===== src/hw/pdf_params.svh =====
// Purpose: numeric constants of the program download framer
// Assumes: 250 MHz system clock
// Notes:   all offsets, codes, lengths and timing counts live here
`ifndef PDF_PARAMS_SVH
`define PDF_PARAMS_SVH

// ----------------------------------------------------------------
// frame layout
// ----------------------------------------------------------------
`define PDF_STX          8'h02
`define PDF_FT_HI        8'h01
`define PDF_FT_LO        8'h00
`define PDF_HDR_LEN      8'h07
`define PDF_SEG_HDR      8'h09

// ----------------------------------------------------------------
// command codes and payload lengths
// ----------------------------------------------------------------
`define PDF_CN_DL_REQ    8'h00
`define PDF_CN_DL_RSP    8'h80
`define PDF_CN_DONE_NTF  8'h01
`define PDF_CN_DONE_RSP  8'h81
`define PDF_LEN_DL_REQ   16'h0012
`define PDF_LEN_INFO_RSP 16'h000E
`define PDF_LEN_DONE_NTF 16'h0001
`define PDF_LEN_DONE_RSP 16'h0000
`define PDF_LEN_SEG_NUM  16'h0002
`define PDF_SEG_MAX      128
`define PDF_LEN_RX_MAX   16'h0082

// ----------------------------------------------------------------
// field values
// ----------------------------------------------------------------
`define PDF_FN_NONE      8'h00
`define PDF_FN_FIRST     8'h01
`define PDF_FN_LAST      8'hFF
`define PDF_RESULT_FAIL  8'h00
`define PDF_RESULT_OK    8'h01
`define PDF_TYPE_PROG    8'h00
`define PDF_TYPE_SRC     8'h01
`define PDF_FILL         8'hFF

// ----------------------------------------------------------------
// timing
// ----------------------------------------------------------------
`define PDF_T1_MS        300
`define PDF_CLK_KHZ      250000
`define PDF_T1_CYC       (`PDF_T1_MS * `PDF_CLK_KHZ)
`define PDF_RETRY_MAX    3

`endif


===== src/hw/pdf_pkg.sv =====
// Purpose: shared types and helpers of the program download framer
// Assumes: pdf_params.svh holds the numbers
// Notes:   both link ends import this package
`include "pdf_params.svh"
`default_nettype none

package pdf_pkg;

  // ----------------------------------------------------------------
  // types
  // ----------------------------------------------------------------
  typedef logic [7:0] pdf_byte_t;

  // receive parser position within a frame
  typedef enum logic [3:0] {
    RX_STX, RX_FT_HI, RX_FT_LO, RX_CN, RX_FN, RX_LEN_HI, RX_LEN_LO, RX_PAY, RX_FCC
  } pdf_rx_state_t;

  // which answer the equipment end builds
  typedef enum logic [1:0] {RSP_INFO, RSP_SEG, RSP_ACK} pdf_rsp_kind_t;

  // ----------------------------------------------------------------
  // helpers
  // ----------------------------------------------------------------
  // frame number wraps from the last value back to the first, never 0
  function automatic pdf_byte_t pdf_next_fn(input pdf_byte_t fn);
    return (fn == `PDF_FN_LAST) ? `PDF_FN_FIRST : 8'(fn + 8'h01);
  endfunction : pdf_next_fn

  // fixed seven header bytes, index 0 is the start byte
  function automatic pdf_byte_t pdf_hdr_byte(input pdf_byte_t   idx,
                                             input pdf_byte_t   cn,
                                             input pdf_byte_t   fn,
                                             input logic [15:0] len);
    case (idx)
      8'h00:   return `PDF_STX;
      8'h01:   return `PDF_FT_HI;
      8'h02:   return `PDF_FT_LO;
      8'h03:   return cn;
      8'h04:   return fn;
      8'h05:   return len[15:8];
      8'h06:   return len[7:0];
      default: return 8'h00;
    endcase
  endfunction : pdf_hdr_byte

endpackage : pdf_pkg

`default_nettype wire


===== src/hw/pdf_link_if.sv =====
// Purpose: byte stream link between adapter and equipment ends
// Assumes: one byte per cycle while valid is high, no back-pressure
// Notes:   frames are delimited by their own length field
`default_nettype none

interface pdf_link_if (
  // clock
  input wire logic clk_sys
);
  logic             a2e_valid;
  pdf_pkg::pdf_byte_t a2e_data;
  logic             e2a_valid;
  pdf_pkg::pdf_byte_t e2a_data;

  // adapter sends requests and notifications
  modport adapter (output a2e_valid, output a2e_data, input e2a_valid, input e2a_data);
  // equipment sends responses
  modport equipment (input a2e_valid, input a2e_data, output e2a_valid, output e2a_data);
endinterface : pdf_link_if

`default_nettype wire


===== src/hw/pdf_adapter.sv =====
// Purpose: adapter end, issues download requests and completion notes
// Assumes: target and software info come from an earlier recognition step
// Notes:   one outstanding request at a time, with timed retransmission
`include "pdf_params.svh"
`default_nettype none

module pdf_adapter #(
  parameter int unsigned T1_CYC    = `PDF_T1_CYC,
  parameter int unsigned RETRY_MAX = `PDF_RETRY_MAX
) (
  // clock and reset
  input  wire logic                clk_sys,
  input  wire logic                rstn,
  // link
  pdf_link_if.adapter              link,
  // download request
  input  wire logic                dl_start,
  input  wire logic [15:0]         dl_seq,
  input  wire logic [55:0]         target_info,
  input  wire logic                sw_held,
  input  wire logic [71:0]         sw_info,
  // completion notification
  input  wire logic                done_start,
  input  wire logic                done_ok,
  // exchange status
  output var  logic                busy,
  output var  logic                rsp_valid,
  output var  pdf_pkg::pdf_byte_t  rsp_cmd,
  output var  pdf_pkg::pdf_byte_t  rsp_fn,
  output var  logic [15:0]         rsp_len,
  output var  logic                dl_error,
  output var  logic                frame_err,
  // received payload bytes
  output var  logic                pay_valid,
  output var  pdf_pkg::pdf_byte_t  pay_data,
  output var  pdf_pkg::pdf_byte_t  pay_index
);
  import pdf_pkg::*;

  typedef enum logic [1:0] {A_IDLE, A_SEND, A_WAIT} pdf_ctl_state_t;

  pdf_ctl_state_t st_r;
  pdf_byte_t      fn_r, cn_r, exp_cn;
  logic [15:0]    len_r;
  logic [143:0]   hold_r, sh_r;
  logic [3:0]     retry_r;
  logic [31:0]    tmo_r;
  logic           tx_go_r, tx_on_r, tx_done_r;
  pdf_byte_t      idx_r, sum_r, tx_byte;
  logic           a2e_valid_r;
  pdf_byte_t      a2e_data_r;
  pdf_rx_state_t  rx_st_r;
  pdf_byte_t      rx_sum_r;
  logic [15:0]    rx_cnt_r;
  logic           rx_bad_r, rx_end_r, rx_ok_r;
  logic           rsp_good, rsp_fail;
  pdf_byte_t      b;

  assign b              = link.e2a_data;
  assign link.a2e_valid = a2e_valid_r;
  assign link.a2e_data  = a2e_data_r;

  // ----------------------------------------------------------------
  // response acceptance
  // ----------------------------------------------------------------
  // frame number zero is accepted from equipment that cannot echo
  assign exp_cn   = (cn_r == `PDF_CN_DL_REQ) ? `PDF_CN_DL_RSP : `PDF_CN_DONE_RSP;
  assign rsp_good = rx_end_r && rx_ok_r && rsp_cmd == exp_cn
                    && (rsp_fn == `PDF_FN_NONE || rsp_fn == fn_r);
  assign rsp_fail = rx_end_r || (tmo_r >= T1_CYC - 1);

  // ----------------------------------------------------------------
  // exchange control
  // ----------------------------------------------------------------
  always_ff @(posedge clk_sys) begin
    if (!rstn) begin
      st_r <= A_IDLE;
      fn_r <= `PDF_FN_NONE;
      cn_r <= `PDF_CN_DL_REQ;
      len_r <= 16'h0000;
      hold_r <= '0;
      retry_r <= 4'h0;
      tmo_r <= 32'h0000_0000;
      tx_go_r <= 1'b0;
      busy <= 1'b0;
      rsp_valid <= 1'b0;
      dl_error <= 1'b0;
    end else begin
      tx_go_r <= 1'b0;
      rsp_valid <= 1'b0;
      dl_error <= 1'b0;
      case (st_r)
        A_IDLE: begin
          if (dl_start || done_start) begin
            fn_r <= pdf_next_fn(fn_r);
            retry_r <= 4'h0;
            tx_go_r <= 1'b1;
            busy <= 1'b1;
            st_r <= A_SEND;
            if (dl_start) begin
              cn_r <= `PDF_CN_DL_REQ;
              len_r <= `PDF_LEN_DL_REQ;
              hold_r <= {dl_seq, target_info,
                         sw_held ? sw_info : {9{`PDF_FILL}}};
            end else begin
              cn_r <= `PDF_CN_DONE_NTF;
              len_r <= `PDF_LEN_DONE_NTF;
              hold_r <= {done_ok ? `PDF_RESULT_OK : `PDF_RESULT_FAIL, 136'h0};
            end
          end
        end
        A_SEND: begin
          tmo_r <= 32'h0000_0000;
          if (tx_done_r) st_r <= A_WAIT;
        end
        A_WAIT: begin
          tmo_r <= 32'(tmo_r + 32'h0000_0001);
          if (rsp_good) begin
            rsp_valid <= 1'b1;
            busy <= 1'b0;
            st_r <= A_IDLE;
          end else if (rsp_fail) begin
            // same frame number on a retransmission, so a late echo still matches
            if (retry_r == 4'(RETRY_MAX)) begin
              dl_error <= 1'b1;
              busy <= 1'b0;
              st_r <= A_IDLE;
            end else begin
              retry_r <= 4'(retry_r + 4'h1);
              tx_go_r <= 1'b1;
              st_r <= A_SEND;
            end
          end
        end
        default: st_r <= A_IDLE;
      endcase
    end
  end

  // ----------------------------------------------------------------
  // frame serializer
  // ----------------------------------------------------------------
  always_comb begin
    if (idx_r < `PDF_HDR_LEN) begin
      tx_byte = pdf_hdr_byte(idx_r, cn_r, fn_r, len_r);
    end else if (idx_r == 8'(`PDF_HDR_LEN + len_r[7:0])) begin
      tx_byte = 8'(8'h00 - sum_r);
    end else begin
      tx_byte = sh_r[143:136];
    end
  end

  // payload kept in hold_r so a retransmission rebuilds the same frame
  always_ff @(posedge clk_sys) begin
    if (!rstn) begin
      tx_on_r <= 1'b0;
      tx_done_r <= 1'b0;
      idx_r <= 8'h00;
      sum_r <= 8'h00;
      sh_r <= '0;
      a2e_valid_r <= 1'b0;
      a2e_data_r <= 8'h00;
    end else begin
      tx_done_r <= 1'b0;
      a2e_valid_r <= tx_on_r;
      a2e_data_r <= tx_byte;
      if (tx_go_r) begin
        tx_on_r <= 1'b1;
        idx_r <= 8'h00;
        sum_r <= 8'h00;
        sh_r <= hold_r;
      end else if (tx_on_r) begin
        idx_r <= 8'(idx_r + 8'h01);
        if (idx_r != 8'h00) sum_r <= 8'(sum_r + tx_byte);
        if (idx_r >= `PDF_HDR_LEN) sh_r <= {sh_r[135:0], 8'h00};
        if (idx_r == 8'(`PDF_HDR_LEN + len_r[7:0])) begin
          tx_on_r <= 1'b0;
          tx_done_r <= 1'b1;
        end
      end
    end
  end

  // ----------------------------------------------------------------
  // response parser
  // ----------------------------------------------------------------
  // payload bytes stream out at once; only rsp_valid commits them,
  // a trade against holding a 130 byte copy here
  always_ff @(posedge clk_sys) begin
    if (!rstn) begin
      rx_st_r <= RX_STX;
      rx_sum_r <= 8'h00;
      rx_cnt_r <= 16'h0000;
      rx_bad_r <= 1'b0;
      rx_end_r <= 1'b0;
      rx_ok_r <= 1'b0;
      rsp_cmd <= 8'h00;
      rsp_fn <= 8'h00;
      rsp_len <= 16'h0000;
      frame_err <= 1'b0;
      pay_valid <= 1'b0;
      pay_data <= 8'h00;
      pay_index <= 8'h00;
    end else begin
      rx_end_r <= 1'b0;
      frame_err <= 1'b0;
      pay_valid <= 1'b0;
      if (link.e2a_valid) begin
        case (rx_st_r)
          RX_STX: if (b == `PDF_STX) rx_st_r <= RX_FT_HI;
          RX_FT_HI: begin
            rx_sum_r <= b;
            rx_bad_r <= (b != `PDF_FT_HI);
            rx_st_r <= RX_FT_LO;
          end
          RX_FT_LO: begin
            rx_sum_r <= 8'(rx_sum_r + b);
            rx_bad_r <= rx_bad_r | (b != `PDF_FT_LO);
            rx_st_r <= RX_CN;
          end
          RX_CN: begin
            rx_sum_r <= 8'(rx_sum_r + b);
            rsp_cmd <= b;
            rx_st_r <= RX_FN;
          end
          RX_FN: begin
            rx_sum_r <= 8'(rx_sum_r + b);
            rsp_fn <= b;
            rx_st_r <= RX_LEN_HI;
          end
          RX_LEN_HI: begin
            rx_sum_r <= 8'(rx_sum_r + b);
            rsp_len[15:8] <= b;
            rx_st_r <= RX_LEN_LO;
          end
          RX_LEN_LO: begin
            rx_sum_r <= 8'(rx_sum_r + b);
            rsp_len[7:0] <= b;
            rx_cnt_r <= 16'h0000;
            // oversize answers are marked bad: beyond what a segment may hold
            rx_bad_r <= rx_bad_r | ({rsp_len[15:8], b} > `PDF_LEN_RX_MAX);
            rx_st_r <= ({rsp_len[15:8], b} == 16'h0000) ? RX_FCC : RX_PAY;
          end
          RX_PAY: begin
            rx_sum_r <= 8'(rx_sum_r + b);
            pay_valid <= 1'b1;
            pay_data <= b;
            pay_index <= rx_cnt_r[7:0];
            rx_cnt_r <= 16'(rx_cnt_r + 16'h0001);
            if (rx_cnt_r == 16'(rsp_len - 16'h0001)) rx_st_r <= RX_FCC;
          end
          RX_FCC: begin
            rx_st_r <= RX_STX;
            rx_end_r <= 1'b1;
            rx_ok_r <= !rx_bad_r && (8'(rx_sum_r + b) == 8'h00);
            frame_err <= rx_bad_r || (8'(rx_sum_r + b) != 8'h00);
          end
          default: rx_st_r <= RX_STX;
        endcase
      end
    end
  end

endmodule : pdf_adapter

`default_nettype wire


===== src/flat_wrapper.sv =====
// flat-port wrapper written by rule: the top's interface ports become plain ports
module pdf_adapter_flat import pdf_pkg::*;
#(
  parameter int unsigned T1_CYC    = `PDF_T1_CYC,
  parameter int unsigned RETRY_MAX = `PDF_RETRY_MAX
)
  (clk_sys, rstn, dl_start, dl_seq, target_info, sw_held, sw_info, done_start, done_ok, busy, rsp_valid, rsp_cmd, rsp_fn, rsp_len, dl_error, frame_err, pay_valid, pay_data, pay_index, link_a2e_valid, link_a2e_data, link_e2a_valid, link_e2a_data);
  pdf_link_if link_i (.clk_sys(clk_sys));
  input  wire logic clk_sys;
  input  wire logic rstn;
  input  wire logic dl_start;
  input  wire logic [15:0] dl_seq;
  input  wire logic [55:0] target_info;
  input  wire logic sw_held;
  input  wire logic [71:0] sw_info;
  input  wire logic done_start;
  input  wire logic done_ok;
  output var  logic busy;
  output var  logic rsp_valid;
  output var  pdf_pkg::pdf_byte_t rsp_cmd;
  output var  pdf_pkg::pdf_byte_t rsp_fn;
  output var  logic [15:0] rsp_len;
  output var  logic dl_error;
  output var  logic frame_err;
  output var  logic pay_valid;
  output var  pdf_pkg::pdf_byte_t pay_data;
  output var  pdf_pkg::pdf_byte_t pay_index;
  output wire logic [$bits(link_i.a2e_valid)-1:0] link_a2e_valid;
  output wire logic [$bits(link_i.a2e_data)-1:0] link_a2e_data;
  input wire logic [$bits(link_i.e2a_valid)-1:0] link_e2a_valid;
  input wire logic [$bits(link_i.e2a_data)-1:0] link_e2a_data;
  assign link_a2e_valid = link_i.a2e_valid;
  assign link_a2e_data = link_i.a2e_data;
  assign link_i.e2a_valid = link_e2a_valid;
  assign link_i.e2a_data = link_e2a_data;
  pdf_adapter #(.T1_CYC(T1_CYC), .RETRY_MAX(RETRY_MAX)) u_core (.clk_sys(clk_sys), .rstn(rstn), .link(link_i), .dl_start(dl_start), .dl_seq(dl_seq), .target_info(target_info), .sw_held(sw_held), .sw_info(sw_info), .done_start(done_start), .done_ok(done_ok), .busy(busy), .rsp_valid(rsp_valid), .rsp_cmd(rsp_cmd), .rsp_fn(rsp_fn), .rsp_len(rsp_len), .dl_error(dl_error), .frame_err(frame_err), .pay_valid(pay_valid), .pay_data(pay_data), .pay_index(pay_index));
endmodule

===== config.mk =====
export PLATFORM = sky130hd
export DESIGN_NAME = pdf_adapter_flat
export DESIGN_NICKNAME = d
export VERILOG_FILES = /design/src/hw/pdf_pkg.sv /design/src/hw/pdf_link_if.sv /design/src/hw/pdf_adapter.sv /design/src/flat_wrapper.sv
export VERILOG_INCLUDE_DIRS = /design/src /design/src/hw
export SDC_FILE = /design/constraint.sdc
export NUM_CORES = 1
export LEC_CHECK = 0
export BUFFER_PORTS_ARGS = -buffer_cell sky130_fd_sc_hd__buf_2
export CORE_ASPECT_RATIO = 0.9
export CORE_UTILIZATION = 55
export DETAILED_ROUTE_END_ITERATION = 6
export MAX_ROUTING_LAYER = met4
export PLACE_DENSITY = 0.86
export SLEW_MARGIN = 20
export SYNTH_ARGS = -nofsm -noshare
export SYNTH_HDL_FRONTEND = slang
export SYNTH_SLANG_ARGS = --single-unit

===== constraint.sdc =====
create_clock -name clk_sys -period 3.89 [get_ports clk_sys]
set_input_delay 0.778 -clock clk_sys [delete_from_list [all_inputs] [get_ports clk_sys]]
set_output_delay 0.778 -clock clk_sys [all_outputs]
set_load 0.005 [all_outputs]

Yosys cells after proc, flatten, opt, wreduce, memory -nomap -nowiden. Index checks and enable logic that the tools add are counted.

Register bits: 470. Output and inout bits: 62. Bits of input ports: 159. Logic and storage cells: 183.

Reduce and logical (&&, ||, !) cells: 49. Magnitude comparators: 4. Multiplexer cells: 50. Add/sub/neg operators: 10. Bitwise logic cells: 6. Eq/ne operators: 32.

Operators by type and width (count): 2-to-1 mux 144 bit (4); 2-to-1 mux 72 bit (1); case mux 32 bit (2 select lines) (1); case mux 8 bit (6 select lines) (1); adder 32 x 1 -> 32 bit (second input constant) (1); >= comparator 32 x 27 -> 1 bit (second input constant) (1); logical NOT 8 bit (4); case mux 16 bit (2 select lines) (1); case mux 4 bit (8 select lines) (1); 2-to-1 mux 4 bit (7); AND reduction 2 bit (14); == test 8 x 3 -> 1 bit (second input constant) (3); == test 8 bit (3); 2-to-1 mux 8 bit (3); nonzero test 8 bit (3); 2-to-1 mux 1 bit (20); adder 16 x 1 -> 16 bit (second input constant) (1); adder 8 x 1 -> 8 bit (second input constant) (2); adder 8 bit (2); == test 16 bit (1); == test 4 x 3 -> 1 bit (second input constant) (4); == test 8 x 2 -> 1 bit (second input constant) (2); greater-than comparator 16 x 8 -> 1 bit (second input constant) (1); logical NOT 16 bit (1); other kinds (40) (69).

Longest topological paths before layout. Gate-level depths: netlist of the first run.

Word-level depth: 7. Mapped depth: 17. Gate-level depth less buffers: 17.

Worst setup path after synthesis of the first run. No wires, ideal clock.

Path kind: register -> register. Start point: register u_core.len_r[0]. End point: register u_core.sum_r[7]. Cell stages (with the launch flop): 16. Path buffers: 0. Data required time: 3.825 ns. Library setup time: 0.065 ns. Period minus slack after synthesis: 3.510 ns. Path slack: 0.380 ns. Arrival: 3.445 ns. Cells stage by stage: dfxtp_1 > inv_1 > ha_1 > xor2_1 > nand4_1 > a21oi_4 > mux2i_1 > o21ai_0 > ha_1 > a21o_1 > a211oi_1 > nor2_1 > o41ai_1 > nand4_1 > mux2_2 > nand4_1.

Longest elaborated chain between the ends: 5. Elaborated cells between the ends (all ways): 6. Those cells by class: 2 x add/sub; 1 x eq/ne; 3 x mux.

Ends and longest elaborated chain: from (decl) (RTL line pdf_adapter.sv:44) `logic [15:0] len_r;`; from (signal assigned) (RTL line pdf_adapter.sv:102) `` len_r <= `PDF_LEN_DL_REQ; ``; from (signal assigned) (RTL line pdf_adapter.sv:107) `` len_r <= `PDF_LEN_DONE_NTF; ``; adder 3 x 8 -> 8 bit (no source line); == test 8 bit (RTL line pdf_adapter.sv:146) `` end else if (idx_r == 8'(`PDF_HDR_LEN + len_r[7:0])) begin ``; 2-to-1 mux 8 bit (RTL line pdf_adapter.sv:146); 2-to-1 mux 8 bit (RTL line pdf_adapter.sv:144) `` if (idx_r < `PDF_HDR_LEN) begin ``; net u_core.tx_byte[1] (RTL line pdf_adapter.sv:49) `pdf_byte_t idx_r, sum_r, tx_byte;`; adder 8 bit (RTL line pdf_adapter.sv:174) `if (idx_r != 8'h00) sum_r <= 8'(sum_r + tx_byte);`; to (signal assigned) (RTL line pdf_adapter.sv:174); to (decl) (RTL line pdf_adapter.sv:49).

The timed path passes the listed nets, and every way through them passes these cells. A chain may end at the register's enable or synchronous reset.

Final worst setup path of the first run.
Start point: register u_core.len_r[0]. End point: register u_core.sum_r[7].

Longest elaborated chain between the ends: 5. Elaborated cells between the ends (all ways): 6. Those cells by class: 2 x add/sub; 1 x eq/ne; 3 x mux.

Ends and longest elaborated chain (RTL line): adder 3 x 8 -> 8 bit (no source line); == test 8 bit (pdf_adapter.sv:146); 2-to-1 mux 8 bit (pdf_adapter.sv:146); 2-to-1 mux 8 bit * (pdf_adapter.sv:144); net u_core.tx_byte[0] (pdf_adapter.sv:49); adder 8 bit * (pdf_adapter.sv:174).

Mark *: on every way through the listed nets, which the timed path passes. The rest lies on a longest branch.

==> results of run 1 <==
## final timing paths
path	to	slack (ns)	from	cells past startpoint
max	u_core.sum_r[7]	0.23	u_core.len_r[0]	17
min	u_core.hold_r[76]	0.41	target_info[4]	2
max reg2reg	u_core.sum_r[7]	0.23	u_core.len_r[0]	17
min reg2reg	u_core.hold_r[59]	0.45	u_core.hold_r[59]	2
## power by group
part | switching [uW] | internal, uW
logic | 993 | 743
clock network | 1840 | 2580
registers | 311 | 5050
## synth_stat cells, types with 4 or more instances
library cell / number
o211ai_1: 4
ha_1: 30
nand4_1: 35
a211oi_1: 10
clkbuf_1: 94
a22o_1: 71
inv_1: 32
o21ai_0: 120
xnor2_1: 44
and3_1: 14
nor3_1: 24
and2_1: 15
nor3b_1: 10
a21oi_1: 61
nor4_1: 13
nand2_1: 168
dfxtp_1: 448
nor2_1: 296
or4_1: 7
buf_1: 21
mux2i_1: 188
nand2b_1: 7
buf_2: 12
or3_1: 15
o41ai_1: 4
mux2_2: 139
nor2b_1: 81
and4_1: 4
nand3_1: 45
buf_6: 8
xor2_1: 49
## final cells by class
cell class,count,area share
Antenna cell,4,0.000437
Clock buffer,65,0.0595
Clock inverter,17,0.00753
Inverter,33,0.00562
Multi-Input combinational cell,1516,0.451
Sequential cell,448,0.392
Tap cell,469,0.0256
Timing Repair Buffer,243,0.0592
## state kept, by name, summed over array words and instances (netlist names), 16 cells and up
name,cells
u_core.rx_cnt_r,16
u_core.tmo_r,32
u_core.sh_r,144
u_core.hold_r,144
u_core.rsp_len,16
## critical path, delay by kind of cell (launching register included)
family,cells,cell delay (ns)
compound gates,5,1.07
xor+xnor,1,0.16
fa+ha+maj,2,0.53
buf+inv,3,0.44
flops,1,0.45
mux,2,0.50
simple gates,4,0.47
## cells by family (layout without fill, tap and decap cells)
| kind of cell | count (synthesis) | in the layout | synth area share |
|---|---|---|---|
| compound gates | 307 | 307 | 0.100 |
| xor+xnor | 93 | 93 | 0.0408 |
| fa+ha+maj | 32 | 32 | 0.0208 |
| buf+inv | 169 | 358 | 0.0356 |
| flops | 448 | 448 | 0.449 |
| mux | 327 | 327 | 0.173 |
| other cells | 0 | 4 | 0 |
| simple gates | 757 | 757 | 0.181 |
## repair_timing
item	in CTS	in global routing
hold endpoints to repair	0	0
gates resized for setup	0	1
buffers inserted	0	3
hold buffers	0	0
setup endpoints to repair	0	2
## layer usage
layer	global-route usage	up-vias
met2	0.415	583
met1	0.341	7616
met4	0.0893	0
met5	-	-
li1	-	7721
met3	0.0396	109
## metrics by stage
stage / power (uW) / area, um2 / utilization / setup WS, ns
after floorplan: 6640 / 20000 / - / 0.380
after global placement: 7060 / 21300 / 0.602 / 0.303
after detailed placement: 7160 / 21300 / 0.602 / 0.169
after CTS: 11600 / 22800 / 0.646 / 0.153
after global routing: 12000 / 22900 / 0.648 / 0.0637
final: 11500 / 22900 / 0.648 / 0.229
==> results.cfg, run 1 <==
[sta]
fmaxAchievable_mhz = 273
worst_pin_slew_ns = 1.03
fin_skew_ns = 0.0215
period_share = 0.941
finalMaxSlewViolations = 0
post-route-min-period_ns = 3.66
setup_violations = 0
hold_viol = 0
whs_ns = 0.411
rsz0062_at_grt = no
setup_tns_ns = 0
slew-limit-headroom = 0.312

[cells_and_area]
area.sequential_um2 = 8970
layout.cells.most_common_list = dfxtp_1 (447), nor2_1 (295), buf_2 (220)
final_nets = 2479
nFillCells = 2783
final_common_cell = dfxtp_1
fin_cells = 2795
multi_input_area_um2 = 10300
drive_gt1_frac = 0.207
area_delta_synth_final_pct = 14.7

[logic_synthesis]
seq_area_frac_synth = 0.449
yosysTopAreaCell = dfxtp_1
synth.top_cell.area_share = 0.449
synth-seq-cells = 448
synth.avg_cell_area_um2 = 9.36
syn-cell-area_um2 = 20000
synth_area_leaders = dfxtp_1 (45%), mux2i_1 (9.4%), mux2_2 (7.8%)
synth-main-ff-cell = dfxtp_1
synth.distinct_cells = 76
synth-async-reset-ratio = 0
synth_nets = 2324
synth_edf_count = 0
yosys_warnings = 0
netlist_instances = 2133

[worst_setup_path]
critPathMaxFanout = 6
cpMostUsedCell = nand4_1
cp_slowest_cell = dfxtp_1
crit_type = reg2reg
end_kind = register
crit_required_ns = 4.38
max_stage_delay_ns = 0.45
crit_chain = inv_1 > ha_1 > xor2_1 > nand4_1 > a21oi_4 > buf_4 > mux2i_1 > o32ai_1 > ha_1 > a21o_1 > a211oi_1 > nor2_1 > o41ai_1 > buf_4 > nand4_1 > mux2_2 > nand4_1
worstPathArrival_ns = 4.15
crit_path_start_kind = register

[clock_tree]
h-tree-depth = 2
cts_tree = built
clock-sinks = 448
clk_path_buf_depth = 3
cts.clk_slew.worst_paths_ns = 0.06
clk_latency_ns = 0.57
cts_root_buffer = clkbuf_16
cts_buffers = 46

[routing]
met3_length_mm = 3.20
drt_iter0_markers = 1073
ant_nets = 0
vias_per_cell = 5.73
wl_met1_mm = 21.2
firstDrtPassIters = 5
vias = 16000
drc_errors = 0
dr.max_layer_used = met4
postRouteWirelength_mm = 48.0
wl_per_cell_um = 17.2
wl_met2_mm = 22.3

[power_and_ir_drop]
p_leak_uw = 0.00938
power_density_nw_per_um2 = 502
vdd_drop_max_uv = 386

[grt]
grt_max_degree = 154
grt_util_all_layers = 0.262
grt_pass1_wl_mm = 77.8
grt.overflow.total = 0
grt_pass1_vias = 15600
antenna_found_initial = 4

[run]
cap_violations = 0

[floorplan]
die_w_um = 203
dieArea_um2 = 37100
die_h_um = 183
coreArea_um2 = 35400
initial_utilization = 0.565
rows = 65
ios = 221

[hold_path]
hp-class = in2reg

[status]
status = completed

[place]
dp_cells = 2705
gp_congestion = 0.906
hpwl_mm = 31.7
io_buffers = 220
(Power assumes the default switching activity.)
==> inputs of run 2 (changes only) <==
--- a/config.mk
+++ b/config.mk
@@ -8,10 +8,9 @@
 export LEC_CHECK = 0
 export BUFFER_PORTS_ARGS = -buffer_cell sky130_fd_sc_hd__buf_2
 export CORE_ASPECT_RATIO = 0.9
-export CORE_UTILIZATION = 55
+export CORE_UTILIZATION = 59
 export DETAILED_ROUTE_END_ITERATION = 6
-export MAX_ROUTING_LAYER = met4
-export PLACE_DENSITY = 0.86
+export PLACE_DENSITY = 0.9
 export SLEW_MARGIN = 20
 export SYNTH_ARGS = -nofsm -noshare
 export SYNTH_HDL_FRONTEND = slang
==> run 2 against run 1 <==
Compared with the run above: sequential share of layout area is 0.19 points higher; first-iteration DRC count is 9.3% higher; non-clock buffer count is 2 lower; critical path depth is 1 lower; sequential cell count stayed put; critical endpoint unchanged; largest cell class unchanged; largest power group unchanged.
==> results.cfg, run 2 (synthesis gave the netlist of run 1 again) <==
[sta]
rsz0062_at_grt = no
finalMaxSlewViolations = 0
period_share = 0.942
fmaxAchievable_mhz = 273
setup_tns_ns = 0
fin_skew_ns = 0.0236
slew-limit-headroom = 0.283
post-route-min-period_ns = 3.66
setup_violations = 0
worst_pin_slew_ns = 1.07
hold_viol = 0
setup_slack_ns = 0.227

[power_and_ir_drop]
p_leak_uw = 0.00935
power_density_nw_per_um2 = 504
vdd_drop_max_uv = 371

[hold_path]
hp-class = in2reg

[cells_and_area]
layout.cells.most_common_list = dfxtp_1 (446), nor2_1 (295), buf_2 (220)
final_common_cell = dfxtp_1
drive_gt1_frac = 0.202
top_regs = u_core.hold_r (144), u_core.sh_r (144), u_core.tmo_r (32)
area_delta_synth_final_pct = 14.2
nFillCells = 2388
fin_cells = 2741
final_nets = 2476

[floorplan]
ios = 221
dieArea_um2 = 34600
die_h_um = 177
rows = 63
die_w_um = 196
initial_utilization = 0.603
coreArea_um2 = 33100

[worst_setup_path]
cpMostUsedCell = nand4_1
worstPathArrival_ns = 4.14
crit_type = reg2reg
crit_chain = inv_1 > ha_1 > xor2_1 > nand4_1 > a21oi_4 > mux2i_1 > o21ai_0 > ha_1 > a21o_1 > a211oi_1 > nor2_1 > o41ai_1 > buf_4 > nand4_1 > mux2_2 > nand4_1
crit_path_start_kind = register
path_buf_inv = 2
critPathMaxFanout = 7
max_stage_delay_ns = 0.45
cp_slowest_cell = dfxtp_1
end_kind = register
reg2reg_slack_ns = 0.23
cp_top_family = compound AO/OA/AOI/OAI gates
crit_required_ns = 4.37

[routing]
drc_errors = 0
wl_met1_mm = 21.2
dr.max_layer_used = met5
ant_nets = 0
vias_per_cell = 5.88
wl_per_cell_um = 17.5
met3_length_mm = 3.09
firstDrtPassIters = 6
wl_met2_mm = 22.7
postRouteWirelength_mm = 48.1
drt_iter0_markers = 1173
vias = 16100

[place]
dp_cells = 2659
hpwl_mm = 31.6
io_buffers = 220
place_ws_ns = 0.201
gp_congestion = 0.900

[grt]
grt.overflow.total = 0
grt_pass1_wl_mm = 78.1
grt_util_all_layers = 0.274
antenna_found_initial = 4
grt_pass1_vias = 15700
grt_max_degree = 154

[clock_tree]
cts_buffers = 45
ctsResizeCount = 0
hold_buffers = 0
cts.clk_slew.worst_paths_ns = 0.06
clock-sinks = 448
cts_root_buffer = clkbuf_16
clk_path_buf_depth = 3
post_cts_buffers = 0
cts_tree = built
h-tree-depth = 2
clk_latency_ns = 0.56

[status]
status = completed

[run]
cap_violations = 0
-- run 2: final timing paths --
kind | from | to | cells after the start
min | target_info[12] | u_core.hold_r[84] | 2
min reg2reg | u_core.hold_r[6] | u_core.hold_r[6] | 2
max reg2reg | u_core.len_r[1] | u_core.sum_r[7] | 16
max | u_core.len_r[1] | u_core.sum_r[7] | 16
-- run 2: layer usage --
layer | GRT usage | vias up
li1 | - | 7715
met4 | 0.0833 | 4
met1 | 0.353 | 7713
met3 | 0.0506 | 104
met2 | 0.467 | 568
met5 | 0 | -
-- run 2: cell type report --
type,instances,area (um2),share of cell area
Clock inverter,12,189,0.00828
Clock buffer,67,1310,0.0574
Inverter,33,129,0.00565
Tap cell,422,528,0.0232
Multi-Input combinational cell,1516,10300,0.452
Timing Repair Buffer,241,1350,0.0594
Antenna cell,2,5.00,0.000219
Sequential cell,448,8970,0.393
-- run 2: report_power, final --
group	switching, uW	internal (uW)	leakage [uW]
clock	1790	2600	0.000733
combinational	1000	746	0.00497
sequential	320	5050	0.00364
total	3110	8390	0.00935
-- run 2: metrics by stage --
stage          instance area [um2]   util  hold slack [ns]  power [uW]
2_1_floorplan                20000      -            0.425        6640
3_3_place_gp                 21300  0.643            0.432        7050
3_5_place_dp                 21300  0.643            0.444        7160
4_1_cts                      22800  0.688            0.407       11500
5_1_grt                      22800  0.689            0.418       12000
6_report                     22800  0.689            0.422       11500
-- run 2: worst register-to-register path: cells and delay by family, from the launching register on --
family	cells	cell delay, ns
compound gates	5	1.13
xor+xnor	1	0.14
fa+ha+maj	2	0.64
buf+inv	2	0.28
flops	1	0.45
mux	2	0.51
simple gates	4	0.45
==> inputs of run 3 (changes only) <==
--- a/config.mk
+++ b/config.mk
@@ -8,9 +8,10 @@
 export LEC_CHECK = 0
 export BUFFER_PORTS_ARGS = -buffer_cell sky130_fd_sc_hd__buf_2
 export CORE_ASPECT_RATIO = 0.9
-export CORE_UTILIZATION = 59
+export CORE_UTILIZATION = 60
+export CTS_BUF_LIST = sky130_fd_sc_hd__clkbuf_4 sky130_fd_sc_hd__clkbuf_8
 export DETAILED_ROUTE_END_ITERATION = 6
-export PLACE_DENSITY = 0.9
+export PLACE_DENSITY = 0.91
 export SLEW_MARGIN = 20
 export SYNTH_ARGS = -nofsm -noshare
 export SYNTH_HDL_FRONTEND = slang
==> run 3 against run 2 <==
Compared with the run above: largest power group unchanged; largest cell class unchanged; critical path depth stayed put; non-clock buffer count rose by 1; final area about the same.
==> results.cfg, run 3 (synthesis gave the netlist of run 1 again) <==
[status]
status = completed

[sta]
period_share = 0.942
finalMaxSlewViolations = 0
worst_pin_slew_ns = 1.16
hold_viol = 0
post-route-min-period_ns = 3.66
setup_violations = 0
setup_slack_ns = 0.226
fmaxAchievable_mhz = 273
slew-limit-headroom = 0.225
fin_skew_ns = 0.0465

[clock_tree]
clock-sinks = 448
h-tree-depth = 3
cts_root_buffer = clkbuf_8
cts_buffers = 71
clk_path_buf_depth = 3
cts_tree = built
cts.clk_slew.worst_paths_ns = 0.06
hold_buffers = 0
clk_latency_ns = 0.64

[power_and_ir_drop]
vdd_drop_max_uv = 376
power_density_nw_per_um2 = 499
p_leak_uw = 0.00942

[worst_setup_path]
crit_required_ns = 4.43
crit_type = reg2reg
reg2reg_from = u_core.len_r[1]
rr_endpoint = u_core.sum_r[7]
rr_worst_depth = 16
worstPathArrival_ns = 4.21
end_kind = register
reg2reg_slack_ns = 0.23
critPathMaxFanout = 7
worstSetupEndpoint = u_core.sum_r[7]
cp-startpoint = u_core.len_r[1]
crit_path_start_kind = register

[grt]
grt.overflow.total = 0
grt_max_degree = 154
grt_pass1_vias = 15800
grt_pass1_wl_mm = 78.5
antenna_found_initial = 4
grt_util_all_layers = 0.281

[routing]
vias = 16300
drt_iter0_markers = 1156
vias_per_cell = 5.85
wl_per_cell_um = 17.5
ant_nets = 0
drc_errors = 0
firstDrtPassIters = 6
postRouteWirelength_mm = 48.8

[place]
hpwl_mm = 31.2
place_ws_ns = 0.149
io_buffers = 220
gp_congestion = 0.871

[cells_and_area]
final_common_cell = dfxtp_1
top_regs = u_core.hold_r (144), u_core.sh_r (144), u_core.tmo_r (32)
layout.cells.most_common_list = dfxtp_1 (445), nor2_1 (295), buf_2 (220)
fin_util = 0.694
area_delta_synth_final_pct = 14.2
nFillCells = 2341
area.sequential_um2 = 8970
multi_input_area_um2 = 10300
drive_gt1_frac = 0.222
final_nets = 2503

[hold_path]
hp-class = in2reg

[floorplan]
coreArea_um2 = 32900
initial_utilization = 0.608
die_w_um = 194
rows = 63
ios = 221
dieArea_um2 = 34000
die_h_um = 175

[run]
cap_violations = 0
-- run 3: changes by cell type in the layout (fill, tap and decap cells not counted), sizes merged --
cell    change
buf         +1
bufinv      -3
clkbuf     +46
clkinv      -3
diode       +1
inv         +3
-- run 3: area by class of cell --
cell class / instances / area share
Clock inverter: 9 / 0.00499
Antenna cell: 3 / 0.000329
Timing Repair Buffer: 242 / 0.0577
Tap cell: 422 / 0.0231
Clock buffer: 113 / 0.0621
Inverter: 33 / 0.00565
Multi-Input combinational cell: 1516 / 0.453
Sequential cell: 448 / 0.393
-- run 3: per-layer routing --
layer	track usage	vias up	share of wire
met5	0	-	0.00053
met4	0.112	4	0.031
met3	0.0537	134	0.067
met2	0.473	596	0.47
met1	0.355	7774	0.43
li1	-	7783	-
-- run 3: power breakdown --
group          total [uW]  switching, uW  internal [uW]
logic                1760           1020            744
registers            5360            314           5050
clock network        4260           1870           2390
-- run 3: stage by stage --
step,instance area (um2),setup TNS (ns),hold WS [ns],total power (uW),cells
2_1_floorplan,20000,0,0.425,6640,2133
3_3_place_gp,21200,0,0.433,7050,2658
3_5_place_dp,21200,0,0.443,7150,2658
4_1_cts,22800,0,0.320,11400,2780
5_1_grt,22800,-0.00797,0.333,11900,2783
6_report,22800,0,0.348,11400,2786
-- run 3: worst max-delay path: stages (launching register included) --
cell and delay, ns:
dfxtp_1 0.42, inv_1 0.07, ha_1 0.31, xor2_1 0.20
nand4_1 0.19, a21oi_4 0.28, mux2i_1 0.21, o21ai_0 0.14
ha_1 0.34, a21o_1 0.17, a211oi_1 0.24, nor2_1 0.10
o41ai_1 0.29, buf_4 0.21, nand4_1 0.09, mux2_2 0.28
nand4_1 0.09
-- run 3: timing repair --
action / 4_1_cts / 5_1_grt
setup buffers: 0 / 3
setup endpoints to repair: 0 / 2
gates resized for setup: 0 / 2
-- run 3: worst min-delay path by stage --
stage / startpoint / end / slack (ns) / cells past startpoint
2_1_floorplan: u_core.hold_r[10] / u_core.hold_r[10] / 0.42 / 2
3_3_place_gp: u_core.hold_r[55] / u_core.hold_r[55] / 0.43 / 2
3_5_place_dp: u_core.pay_data[2] / u_core.pay_data[2] / 0.44 / 2
4_1_cts: target_info[32] / u_core.hold_r[104] / 0.32 / 2
5_1_grt: target_info[32] / u_core.hold_r[104] / 0.33 / 2
6_report: target_info[36] / u_core.hold_r[108] / 0.35 / 2
